==> config.mk <==
export PLATFORM = sky130hd
export DESIGN_NAME = exposure_status_bank
export DESIGN_NICKNAME = d
export VERILOG_FILES = /design/src/expo_status_pkg.sv /design/src/spi_reg_if.sv /design/src/die_thermometer.sv /design/src/spi_config_port.sv /design/src/exposure_status_bank.sv
export SDC_FILE = /design/constraint.sdc
export NUM_CORES = 1
export LEC_CHECK = 0
export BUFFER_PORTS_ARGS = -buffer_cell sky130_fd_sc_hd__buf_2
export CAP_MARGIN = 20
export CORE_MARGIN = 3
export CORE_UTILIZATION = 25
export DETAILED_ROUTE_END_ITERATION = 12
export GPL_TIMING_DRIVEN = 1
export PLACE_DENSITY = 0.43
export RECOVER_POWER = 50
export SETUP_SLACK_MARGIN = 0.5
export SLEW_MARGIN = 20
export SYNTH_ARGS = -nofsm -noshare
export SYNTH_HDL_FRONTEND = slang
export SYNTH_HIERARCHICAL = 1
export SYNTH_SLANG_ARGS = --single-unit
==> constraint.sdc <==
create_clock -name clk_sys_i -period 3.15 [get_ports clk_sys_i]
set_input_delay 0.63 -clock clk_sys_i [delete_from_list [all_inputs] [get_ports clk_sys_i]]
set_output_delay 0.63 -clock clk_sys_i [all_outputs]
set_load 0.01 [all_outputs]
==> src/expo_status_pkg.sv <==
// Constants shared by the exposure status bank, its configuration port and thermometer.
// Assumes a 9-bit register address and 16-bit register words on the configuration port.
package expo_status_pkg;

    // Register address and data widths.
    localparam int ADDR_W = 9;
    localparam int DATA_W = 16;

    // Auto-exposure status group offsets.
    localparam logic [8:0] OFS_PIXEL_TALLY    = 9'h0b8;
    localparam logic [8:0] OFS_AVERAGE_LEVEL  = 9'h0ba;
    localparam logic [8:0] OFS_COMPUTED_EXPO  = 9'h0bb;
    localparam logic [8:0] OFS_COMPUTED_GAINS = 9'h0bc;

    // Applied (sequencer) status group offsets.
    localparam logic [8:0] OFS_TIME_STEP_MULT = 9'h0f2;
    localparam logic [8:0] OFS_CLEAR_LENGTH   = 9'h0f3;
    localparam logic [8:0] OFS_APPLIED_EXPO   = 9'h0f4;
    localparam logic [8:0] OFS_SECOND_SLOPE   = 9'h0f5;
    localparam logic [8:0] OFS_THIRD_SLOPE    = 9'h0f6;
    localparam logic [8:0] OFS_APPLIED_GAINS  = 9'h0f7;
    localparam logic [8:0] OFS_FINE_AND_SLOPE = 9'h0f8;

    // Thermometer count and control word.
    localparam logic [8:0] OFS_TEMP_COUNT     = 9'h1e0;
    localparam logic [8:0] OFS_TEMP_CTRL      = 9'h1e1;

    // Field positions inside the packed status words.
    localparam int AVG_W         = 10;
    localparam int CGAIN1_LSB    = 0;
    localparam int CGAIN2_LSB    = 2;
    localparam int CDGAIN_LSB    = 4;
    localparam int AGAIN1_LSB    = 0;
    localparam int AGAIN2_LSB    = 5;
    localparam int FINE_GAIN_LSB = 0;
    localparam int DUAL_BIT      = 12;
    localparam int TRIPLE_BIT    = 13;
    localparam int TEMP_EN_BIT   = 0;

    // Reset values.
    localparam logic [15:0] WORD_RESET    = 16'h0000;
    localparam logic [7:0]  TEMP_RESET    = 8'h00;
    localparam logic        TEMP_EN_RESET = 1'b0;

    // Configuration port frame: 9 address bits, 1 write bit, 16 data bits.
    localparam logic [4:0] SPI_ADDR_LAST  = 5'h08;
    localparam logic [4:0] SPI_CMD_LAST   = 5'h09;
    localparam logic [4:0] SPI_DATA_FIRST = 5'h0a;
    localparam logic [4:0] SPI_FRAME_LAST = 5'h19;

    // Evaluation phase of the auto-exposure loop.
    typedef enum logic {AE_EVALUATE, AE_SETTLE} ae_phase_t;

endpackage : expo_status_pkg

==> src/spi_reg_if.sv <==
// Carrier between the configuration port and the register bank.
// Assumes both ends run on the system clock.
`timescale 1ns/100ps
interface spi_reg_if;
    logic [8:0]  addr;
    logic        wr_stb;
    logic [15:0] wdata;
    logic [15:0] rdata;

    modport initiator (output addr, output wr_stb, output wdata, input rdata);
    modport target    (input addr, input wr_stb, input wdata, output rdata);
endinterface : spi_reg_if

==> src/die_thermometer.sv <==
// Digital side of the on-die temperature sensor: captures the 8-bit count.
// Assumes the raw count arrives from the analog digitiser, asynchronous to clk_sys_i.
`timescale 1ns/100ps
module die_thermometer
    import expo_status_pkg::*;
(
    input  wire logic       clk_sys_i,
    input  wire logic       resetn_i,
    input  wire logic       enable_i,
    input  wire logic [7:0] sense_i,
    output logic      [7:0] count_o
);
    logic [7:0] sense_s1_r;
    logic [7:0] sense_s2_r;
    logic [7:0] sense_s3_r;

    // Two-stage synchroniser followed by a compare stage for a stable word.
    always_ff @(posedge clk_sys_i) begin
        if (!resetn_i) begin
            sense_s1_r <= TEMP_RESET;
            sense_s2_r <= TEMP_RESET;
            sense_s3_r <= TEMP_RESET;
        end else begin
            sense_s1_r <= sense_i;
            sense_s2_r <= sense_s1_r;
            sense_s3_r <= sense_s2_r;
        end
    end

    // The count is held at zero while disabled and only takes a word seen twice alike.
    always_ff @(posedge clk_sys_i) begin
        if (!resetn_i || !enable_i) begin
            count_o <= TEMP_RESET;
        end else if (sense_s2_r == sense_s3_r) begin
            count_o <= sense_s2_r;
        end
    end
endmodule : die_thermometer

==> src/spi_config_port.sv <==
// Serial configuration port slave: address, write bit, then a 16-bit data word.
// Assumes SCK idles low, bits MSB first, sampled on the rising edge, and each
// SCK half period spans at least four clk_sys_i periods.
`timescale 1ns/100ps
module spi_config_port
    import expo_status_pkg::*;
(
    input  wire logic  clk_sys_i,
    input  wire logic  resetn_i,
    input  wire logic  spi_sck_i,
    input  wire logic  spi_cs_n_i,
    input  wire logic  spi_mosi_i,
    output logic       spi_miso_o,
    spi_reg_if.initiator bus
);
    logic [2:0]  sck_r;
    logic [1:0]  cs_n_r;
    logic [1:0]  mosi_r;
    logic        rise_w;
    logic        fall_w;
    logic [4:0]  bit_cnt_r;
    logic [15:0] shift_in_r;
    logic [15:0] shift_out_r;
    logic        is_wr_r;

    // Pins pass two flip-flops; the third SCK stage only feeds edge detection.
    always_ff @(posedge clk_sys_i) begin
        if (!resetn_i) begin
            sck_r  <= 3'h0;
            cs_n_r <= 2'h3;
            mosi_r <= 2'h0;
        end else begin
            sck_r  <= {sck_r[1:0], spi_sck_i};
            cs_n_r <= {cs_n_r[0], spi_cs_n_i};
            mosi_r <= {mosi_r[0], spi_mosi_i};
        end
    end

    assign rise_w = sck_r[1] & ~sck_r[2];
    assign fall_w = ~sck_r[1] & sck_r[2];

    // Receive shifter, bit counter, address and write flag.
    always_ff @(posedge clk_sys_i) begin
        if (!resetn_i || cs_n_r[1]) begin
            bit_cnt_r  <= 5'h00;
            shift_in_r <= WORD_RESET;
            is_wr_r    <= 1'b0;
            bus.wr_stb <= 1'b0;
            if (!resetn_i) begin
                bus.addr  <= 9'h000;
                bus.wdata <= WORD_RESET;
            end
        end else begin
            bus.wr_stb <= 1'b0;
            if (rise_w) begin
                shift_in_r <= {shift_in_r[14:0], mosi_r[1]};
                bit_cnt_r  <= bit_cnt_r + 5'h01;
                if (bit_cnt_r == SPI_ADDR_LAST) begin
                    bus.addr <= {shift_in_r[7:0], mosi_r[1]};
                end
                if (bit_cnt_r == SPI_CMD_LAST) begin
                    is_wr_r <= mosi_r[1];
                end
                if (bit_cnt_r == SPI_FRAME_LAST && is_wr_r) begin
                    bus.wdata  <= {shift_in_r[14:0], mosi_r[1]};
                    bus.wr_stb <= 1'b1;
                end
            end
        end
    end

    // Transmit shifter: read data leaves MSB first on falling SCK edges.
    always_ff @(posedge clk_sys_i) begin
        if (!resetn_i || cs_n_r[1]) begin
            shift_out_r <= WORD_RESET;
            spi_miso_o  <= 1'b0;
        end else if (fall_w && bit_cnt_r == SPI_DATA_FIRST) begin
            shift_out_r <= {bus.rdata[14:0], 1'b0};
            spi_miso_o  <= bus.rdata[15];
        end else if (fall_w && bit_cnt_r > SPI_DATA_FIRST) begin
            shift_out_r <= {shift_out_r[14:0], 1'b0};
            spi_miso_o  <= shift_out_r[15];
        end
    end
endmodule : spi_config_port

==> src/exposure_status_bank.sv <==
// Exposure status bank with die thermometer, read by the host over the serial port.
// Assumes the loop and sequencer inputs share clk_sys_i; serial pins are asynchronous.
//
// Summary of operation
// - The loop-computed group refreshes when the loop issues new parameters to the sequencer.
// - The applied group refreshes only when its parameters take effect on the readout image.
// - A 16-bit read-only word reports how many pixels entered the statistics.
// - A 10-bit read-only field reports the average illumination of the current frame.
// - Computed exposure and both analog gain codes load into their fields at an evaluated frame end.
// - Computed digital gain sits in bits 15 to 4 as an unsigned 5.7 value.
// - Time-step multiplier, array clear length and applied exposure are 16-bit words.
// - Applied second- and third-slope exposures are 16-bit words from user setup only.
// - Applied first-stage gain sits in bits 4 to 0 and second-stage gain in bits 12 to 5.
// - Applied digital gain is a 12-bit unsigned field with seven fraction bits.
// - Two single-bit flags show whether two- or three-slope integration is active.
// - The die temperature is an 8-bit count from 0 to 255 rising with temperature.
// - The temperature count is readable over the serial configuration port.
// - The thermometer runs while its enable bit is high and is held in reset when low.
// - The loop evaluates and updates its parameters only on every second frame.
`timescale 1ns/100ps
module exposure_status_bank
    import expo_status_pkg::*;
(
    input  wire logic        clk_sys_i,
    input  wire logic        resetn_i,
    // Serial configuration port.
    input  wire logic        spi_sck_i,
    input  wire logic        spi_cs_n_i,
    input  wire logic        spi_mosi_i,
    output logic             spi_miso_o,
    // Auto-exposure loop results, offered with a frame-end pulse.
    input  wire logic        ae_frame_end_i,
    input  wire logic [15:0] ae_pixel_tally_i,
    input  wire logic [9:0]  ae_average_level_i,
    input  wire logic [15:0] ae_exposure_i,
    input  wire logic [1:0]  ae_gain1_i,
    input  wire logic [1:0]  ae_gain2_i,
    input  wire logic [11:0] ae_digital_gain_i,
    // Sequencer values, offered with a pulse when they take effect on the image.
    input  wire logic        seq_apply_i,
    input  wire logic [15:0] seq_time_step_mult_i,
    input  wire logic [15:0] seq_clear_length_i,
    input  wire logic [15:0] seq_exposure_i,
    input  wire logic [15:0] second_slope_exposure_i,
    input  wire logic [15:0] third_slope_exposure_i,
    input  wire logic [4:0]  seq_gain1_i,
    input  wire logic [7:0]  seq_gain2_i,
    input  wire logic [11:0] applied_fine_gain_i,
    input  wire logic        dual_slope_i,
    input  wire logic        triple_slope_i,
    // Raw count from the temperature digitiser.
    input  wire logic [7:0]  temp_sense_i,
    output logic             thermometer_enable_o
);
    import expo_status_pkg::*;

    spi_reg_if reg_bus ();

    ae_phase_t   ae_phase_r;
    logic        ae_load_w;
    logic [15:0] ae_pixel_tally_r;
    logic [9:0]  ae_average_level_r;
    logic [15:0] ae_exposure_r;
    logic [1:0]  ae_gain1_r;
    logic [1:0]  ae_gain2_r;
    logic [11:0] ae_digital_gain_r;
    logic [15:0] time_step_mult_r;
    logic [15:0] clear_length_r;
    logic [15:0] applied_exposure_r;
    logic [15:0] second_slope_exposure_r;
    logic [15:0] third_slope_exposure_r;
    logic [4:0]  applied_gain1_r;
    logic [7:0]  applied_gain2_r;
    logic [11:0] applied_fine_gain_r;
    logic        dual_slope_r;
    logic        triple_slope_r;
    logic        temp_enable_r;
    logic [7:0]  temp_count_w;
    logic [15:0] rdata_nxt;

    // Serial slave that turns frames into register reads and writes.
    spi_config_port port_u (
        .clk_sys_i  (clk_sys_i),
        .resetn_i   (resetn_i),
        .spi_sck_i  (spi_sck_i),
        .spi_cs_n_i (spi_cs_n_i),
        .spi_mosi_i (spi_mosi_i),
        .spi_miso_o (spi_miso_o),
        .bus        (reg_bus.initiator)
    );

    // Thermometer capture, gated by the enable bit.
    die_thermometer thermo_u (
        .clk_sys_i (clk_sys_i),
        .resetn_i  (resetn_i),
        .enable_i  (temp_enable_r),
        .sense_i   (temp_sense_i),
        .count_o   (temp_count_w)
    );

    // Alternate frames: an exposure change needs a frame to settle before re-evaluation.
    always_ff @(posedge clk_sys_i) begin
        if (!resetn_i) begin
            ae_phase_r <= AE_EVALUATE;
        end else if (ae_frame_end_i) begin
            ae_phase_r <= (ae_phase_r == AE_EVALUATE) ? AE_SETTLE : AE_EVALUATE;
        end
    end

    assign ae_load_w = ae_frame_end_i && (ae_phase_r == AE_EVALUATE);

    // Loop-computed group, all fields captured on the same edge.
    always_ff @(posedge clk_sys_i) begin
        if (!resetn_i) begin
            ae_pixel_tally_r   <= WORD_RESET;
            ae_average_level_r <= WORD_RESET[9:0];
            ae_exposure_r      <= WORD_RESET;
            ae_gain1_r         <= WORD_RESET[1:0];
            ae_gain2_r         <= WORD_RESET[1:0];
            ae_digital_gain_r  <= WORD_RESET[11:0];
        end else if (ae_load_w) begin
            ae_pixel_tally_r   <= ae_pixel_tally_i;
            ae_average_level_r <= ae_average_level_i;
            ae_exposure_r      <= ae_exposure_i;
            ae_gain1_r         <= ae_gain1_i;
            ae_gain2_r         <= ae_gain2_i;
            ae_digital_gain_r  <= ae_digital_gain_i;
        end
    end

    // Applied group, captured only when the sequencer says the values are in effect.
    always_ff @(posedge clk_sys_i) begin
        if (!resetn_i) begin
            time_step_mult_r        <= WORD_RESET;
            clear_length_r          <= WORD_RESET;
            applied_exposure_r      <= WORD_RESET;
            second_slope_exposure_r <= WORD_RESET;
            third_slope_exposure_r  <= WORD_RESET;
            applied_gain1_r         <= WORD_RESET[4:0];
            applied_gain2_r         <= WORD_RESET[7:0];
            applied_fine_gain_r     <= WORD_RESET[11:0];
            dual_slope_r            <= 1'b0;
            triple_slope_r          <= 1'b0;
        end else if (seq_apply_i) begin
            time_step_mult_r        <= seq_time_step_mult_i;
            clear_length_r          <= seq_clear_length_i;
            applied_exposure_r      <= seq_exposure_i;
            second_slope_exposure_r <= second_slope_exposure_i;
            third_slope_exposure_r  <= third_slope_exposure_i;
            applied_gain1_r         <= seq_gain1_i;
            applied_gain2_r         <= seq_gain2_i;
            applied_fine_gain_r     <= applied_fine_gain_i;
            dual_slope_r            <= dual_slope_i;
            triple_slope_r          <= triple_slope_i;
        end
    end

    // The thermometer enable is the only writable bit; status words drop writes.
    always_ff @(posedge clk_sys_i) begin
        if (!resetn_i) begin
            temp_enable_r <= TEMP_EN_RESET;
        end else if (reg_bus.wr_stb && reg_bus.addr == OFS_TEMP_CTRL) begin
            temp_enable_r <= reg_bus.wdata[TEMP_EN_BIT];
        end
    end

    assign thermometer_enable_o = temp_enable_r;

    // Read decode; unmapped addresses and unused bits read as zero.
    always_comb begin
        rdata_nxt = WORD_RESET;
        case (reg_bus.addr)
            OFS_PIXEL_TALLY:    rdata_nxt = ae_pixel_tally_r;
            OFS_AVERAGE_LEVEL:  rdata_nxt[AVG_W-1:0] = ae_average_level_r;
            OFS_COMPUTED_EXPO:  rdata_nxt = ae_exposure_r;
            OFS_COMPUTED_GAINS: begin
                rdata_nxt[CGAIN1_LSB +: 2]  = ae_gain1_r;
                rdata_nxt[CGAIN2_LSB +: 2]  = ae_gain2_r;
                rdata_nxt[CDGAIN_LSB +: 12] = ae_digital_gain_r;
            end
            OFS_TIME_STEP_MULT: rdata_nxt = time_step_mult_r;
            OFS_CLEAR_LENGTH:   rdata_nxt = clear_length_r;
            OFS_APPLIED_EXPO:   rdata_nxt = applied_exposure_r;
            OFS_SECOND_SLOPE:   rdata_nxt = second_slope_exposure_r;
            OFS_THIRD_SLOPE:    rdata_nxt = third_slope_exposure_r;
            OFS_APPLIED_GAINS: begin
                rdata_nxt[AGAIN1_LSB +: 5] = applied_gain1_r;
                rdata_nxt[AGAIN2_LSB +: 8] = applied_gain2_r;
            end
            OFS_FINE_AND_SLOPE: begin
                rdata_nxt[FINE_GAIN_LSB +: 12] = applied_fine_gain_r;
                rdata_nxt[DUAL_BIT]            = dual_slope_r;
                rdata_nxt[TRIPLE_BIT]          = triple_slope_r;
            end
            OFS_TEMP_COUNT:     rdata_nxt[7:0] = temp_count_w;
            OFS_TEMP_CTRL:      rdata_nxt[TEMP_EN_BIT] = temp_enable_r;
            default:            rdata_nxt = WORD_RESET;
        endcase
    end

    // Registered read data; a read changes nothing in the bank.
    always_ff @(posedge clk_sys_i) begin
        if (!resetn_i) begin
            reg_bus.rdata <= WORD_RESET;
        end else begin
            reg_bus.rdata <= rdata_nxt;
        end
    end
endmodule : exposure_status_bank

==> summary.md <==
| Metric | Value |
|---|---|
| Final setup fails | 0 |
| Worst Path Arrival | between 2 and 3 ns |
| WL met3 | 2320 um |
| Top layer in use | met4 |
| First-pass DRT Iterations | 7 |
| Multi-input gate area | 5550 sq um |
| Filler Cells Inserted | 4,718 |
| H-tree levels | 1 |
| Max Freq | 0.398 GHz |
| Remaining antenna violation count | 0 |
| Routed vias | roughly 9,000 |
| Final HPWL DP | around 31,000 um |
| Initial core utilization | between 20% and 30% |
| Placed cell count | roughly 1,900 |
| Ys Warns | 6 |
| N_diodes | 0 |
| Number of remaining DRC errors | 0 |
| Area Growth Syn to Fin | 21.6% |
| Hold Crit Start | spi_cs_n_i |
| Remaining Overflow, GRT | 0 |
| Crit path from | resetn_i |
| Nets | between 1,500 and 2,000 |
| Tcrit/Tclk final | between 70 and 80% |
| Routed len/inst | 21.1 um |
| CTS Root Cell | clkbuf_16 |
| Wirelength, routed | 40,900 um |
| Cell depth of the worst flop-to-flop path | 5 |
| FP Rows | 77 |
| Chip Height | roughly 220 um |
| Crit path kind | input port to flop |
| Iter 0 DRT Violations | between 600 and 700 |
| Number of setup buffers added after CTS | 0 |
| CTS tree | yes |
| Worst-path clk slew | about 0.06 ns |
| Mapped Cells | between 1,000 and 1,500 |
| Num CTS Buffers | 31 |
| Final Instance Count excl. Fillers | slightly below 2,000 |
| Crit start category | input port |
| Worst hold path depth | 2 |
| Max FO, Critical Path | 53 |
| FF-to-FF Start | port_u/bus.addr[6] |
| Clock Tree Buf Depth | 3 |
| I/O pin cnt | approximately 180 |
| Number of I/O port buffers | about 180 |
| Worst reg2reg setup slack | 0.66 ns |
| Post-CTS Resized | 0 |
| DRT met1 WL | 20,900 um |
| First-pass GRT wire length | slightly below 60,000 um |
| Worst setup EP type | flop |
| Clk Latency, worst-skew pair | 0.58 ns |
| Core ar. | roughly 45,000 sq um |
| Req. time, crit path | approximately 3.6 ns |
| Layout cells sized above 1 | 21.4% |
| Layout Skew | between 0.02 and 0.03 ns |
| Worst Setup EP | reg_bus.rdata[0] |
| Die area | 48,000 sq um |
| HP Class | input port to flop |
| Slew @ Worst Pin | about 1.3 ns |
| Max cap viols | 0 |
| Post-Layout Inst Area | 13,800 sq um |
| Placer Congestion | 0.918 |
| Final Power | ~0.0078 W |
| CTS Hold Bufs | 0 |
| WL met2 | between 15,000 and 20,000 um |
| Syn avg cell area | just under 10 sq um |
| Total Routing Usage GR | between 15 and 20% |
| Hold WS | around 0.26 ns |
| Worst r2r dst | reg_bus.rdata[12] |
| Antenna violations before repair | 1 |
| Vias in the first global route | just under 9,000 |
| Status | finished clean |
| RSZ-0062 raised after global routing | false |
| Crit path time final | about 2.5 ns |
| Die width | 219 um |
| Setup TNS | 0 ns |
| Slew Viols, Final | 0 |
| Largest net degree at the start of global routing | around 100 |
| Clk sinks | around 260 |
| Power per cell area | approximately 560 nW/um^2 |
| Leak | approximately 5.4 nW |
| IR drop worst, VDD | ~0.37 mV |
| Storage cell area | between 5000 and 6000 sq um |
| Vias per Instance | 4.62 |
| Net Count, Synth | 1,353 |
| Slew Limit Headroom | around 15% |
| Dpl cell area | roughly 13,000 sq um |
| Fin. Hold Viols | 0 |
| Synth Cell Area | between 10,000 and 15,000 sq um |
final cells by class:
type	instances	area share (%)
clock inverter	11	0.652
multi-input combinational	810	40.2
clock buffer	47	6.63
inverter	4	0.109
timing repair buffer	209	8.23
tap	592	5.36
sequential	263	38.9
worst min path at each step:
| stage | endpoint | slack [ns] |
|---|---|---|
| 6_report | port_u/cs_n_r[0] | 0.26 |
| 4_1_cts | port_u/cs_n_r[0] | 0.23 |
| 2_1_floorplan | port_u/cs_n_r[1] | 0.39 |
| 3_5_place_dp | port_u/cs_n_r[1] | 0.40 |
| 3_3_place_gp | port_u/cs_n_r[1] | 0.40 |
| 5_1_grt | thermo_u/sense_s1_r[2] | 0.25 |
flip-flops by register name (all words and copies together) (netlist names), 3 cells and up:
| name | cells |
|---|---|
| port_u/shift_out_r | 15 |
| port_u/shift_in_r | 8 |
| port_u/bit_cnt_r | 5 |
| port_u/bus.addr | 9 |
| second_slope_exposure_r | 16 |
| thermo_u/count_o | 8 |
| ae_pixel_tally_r | 16 |
| port_u/sck_r | 3 |
| thermo_u/sense_s1_r | 8 |
| thermo_u/sense_s3_r | 8 |
| thermo_u/sense_s2_r | 8 |
| clear_length_r | 16 |
| ae_exposure_r | 16 |
| time_step_mult_r | 16 |
| reg_bus.rdata | 16 |
| applied_exposure_r | 16 |
| applied_gain2_r | 8 |
| third_slope_exposure_r | 16 |
| ae_digital_gain_r | 12 |
| applied_fine_gain_r | 12 |
| applied_gain1_r | 5 |
| ae_average_level_r | 10 |
metal layers:
layer  vias up  track usage, %
met5         -               0
met2       261            24.6
li1       4379               -
met4         0            4.30
met3        45            2.78
met1      4260            25.3
critical path, cell delays in order:
cell      delay [ns]
clkbuf_1        0.91
clkbuf_2        0.88
o21ai_0         0.32
a31oi_1         0.22
cell usage in the layout (no fill, tap or decap), types with 8 or more instances in the layout:
master / n
o21ai_0: 18
mux2i_1: 137
a22oi_1: 32
edfxtp_1: 10
dfxtp_1: 253
mux2_2: 13
a31oi_1: 13
buf_4: 22
clkbuf_1: 11
xor2_1: 11
nor2_1: 24
a21boi_0: 62
o221a_1: 9
and2_0: 21
o21a_1: 10
nor2b_1: 116
clkbuf_8: 8
nand2_1: 172
buf_2: 179
a21oi_1: 29
a32oi_1: 9
clkbuf_16: 31
and2_1: 21
per-stage QoR:
stage / util (%) / worst slack, ns
floorplan: - / 0.968
global placement: 28.8 / 0.629
detailed placement: 28.8 / 0.682
CTS: 31.1 / 0.694
global route: 31.0 / 0.321
finish: 31.0 / 0.637
power breakdown:
group / internal (W) / switching, W
combinational: 0.000291 / 0.000322
sequential: 0.00350 / 0.000139
clock: 0.00208 / 0.00145
total: 0.00586 / 0.00191
(Power assumes the default switching activity.)
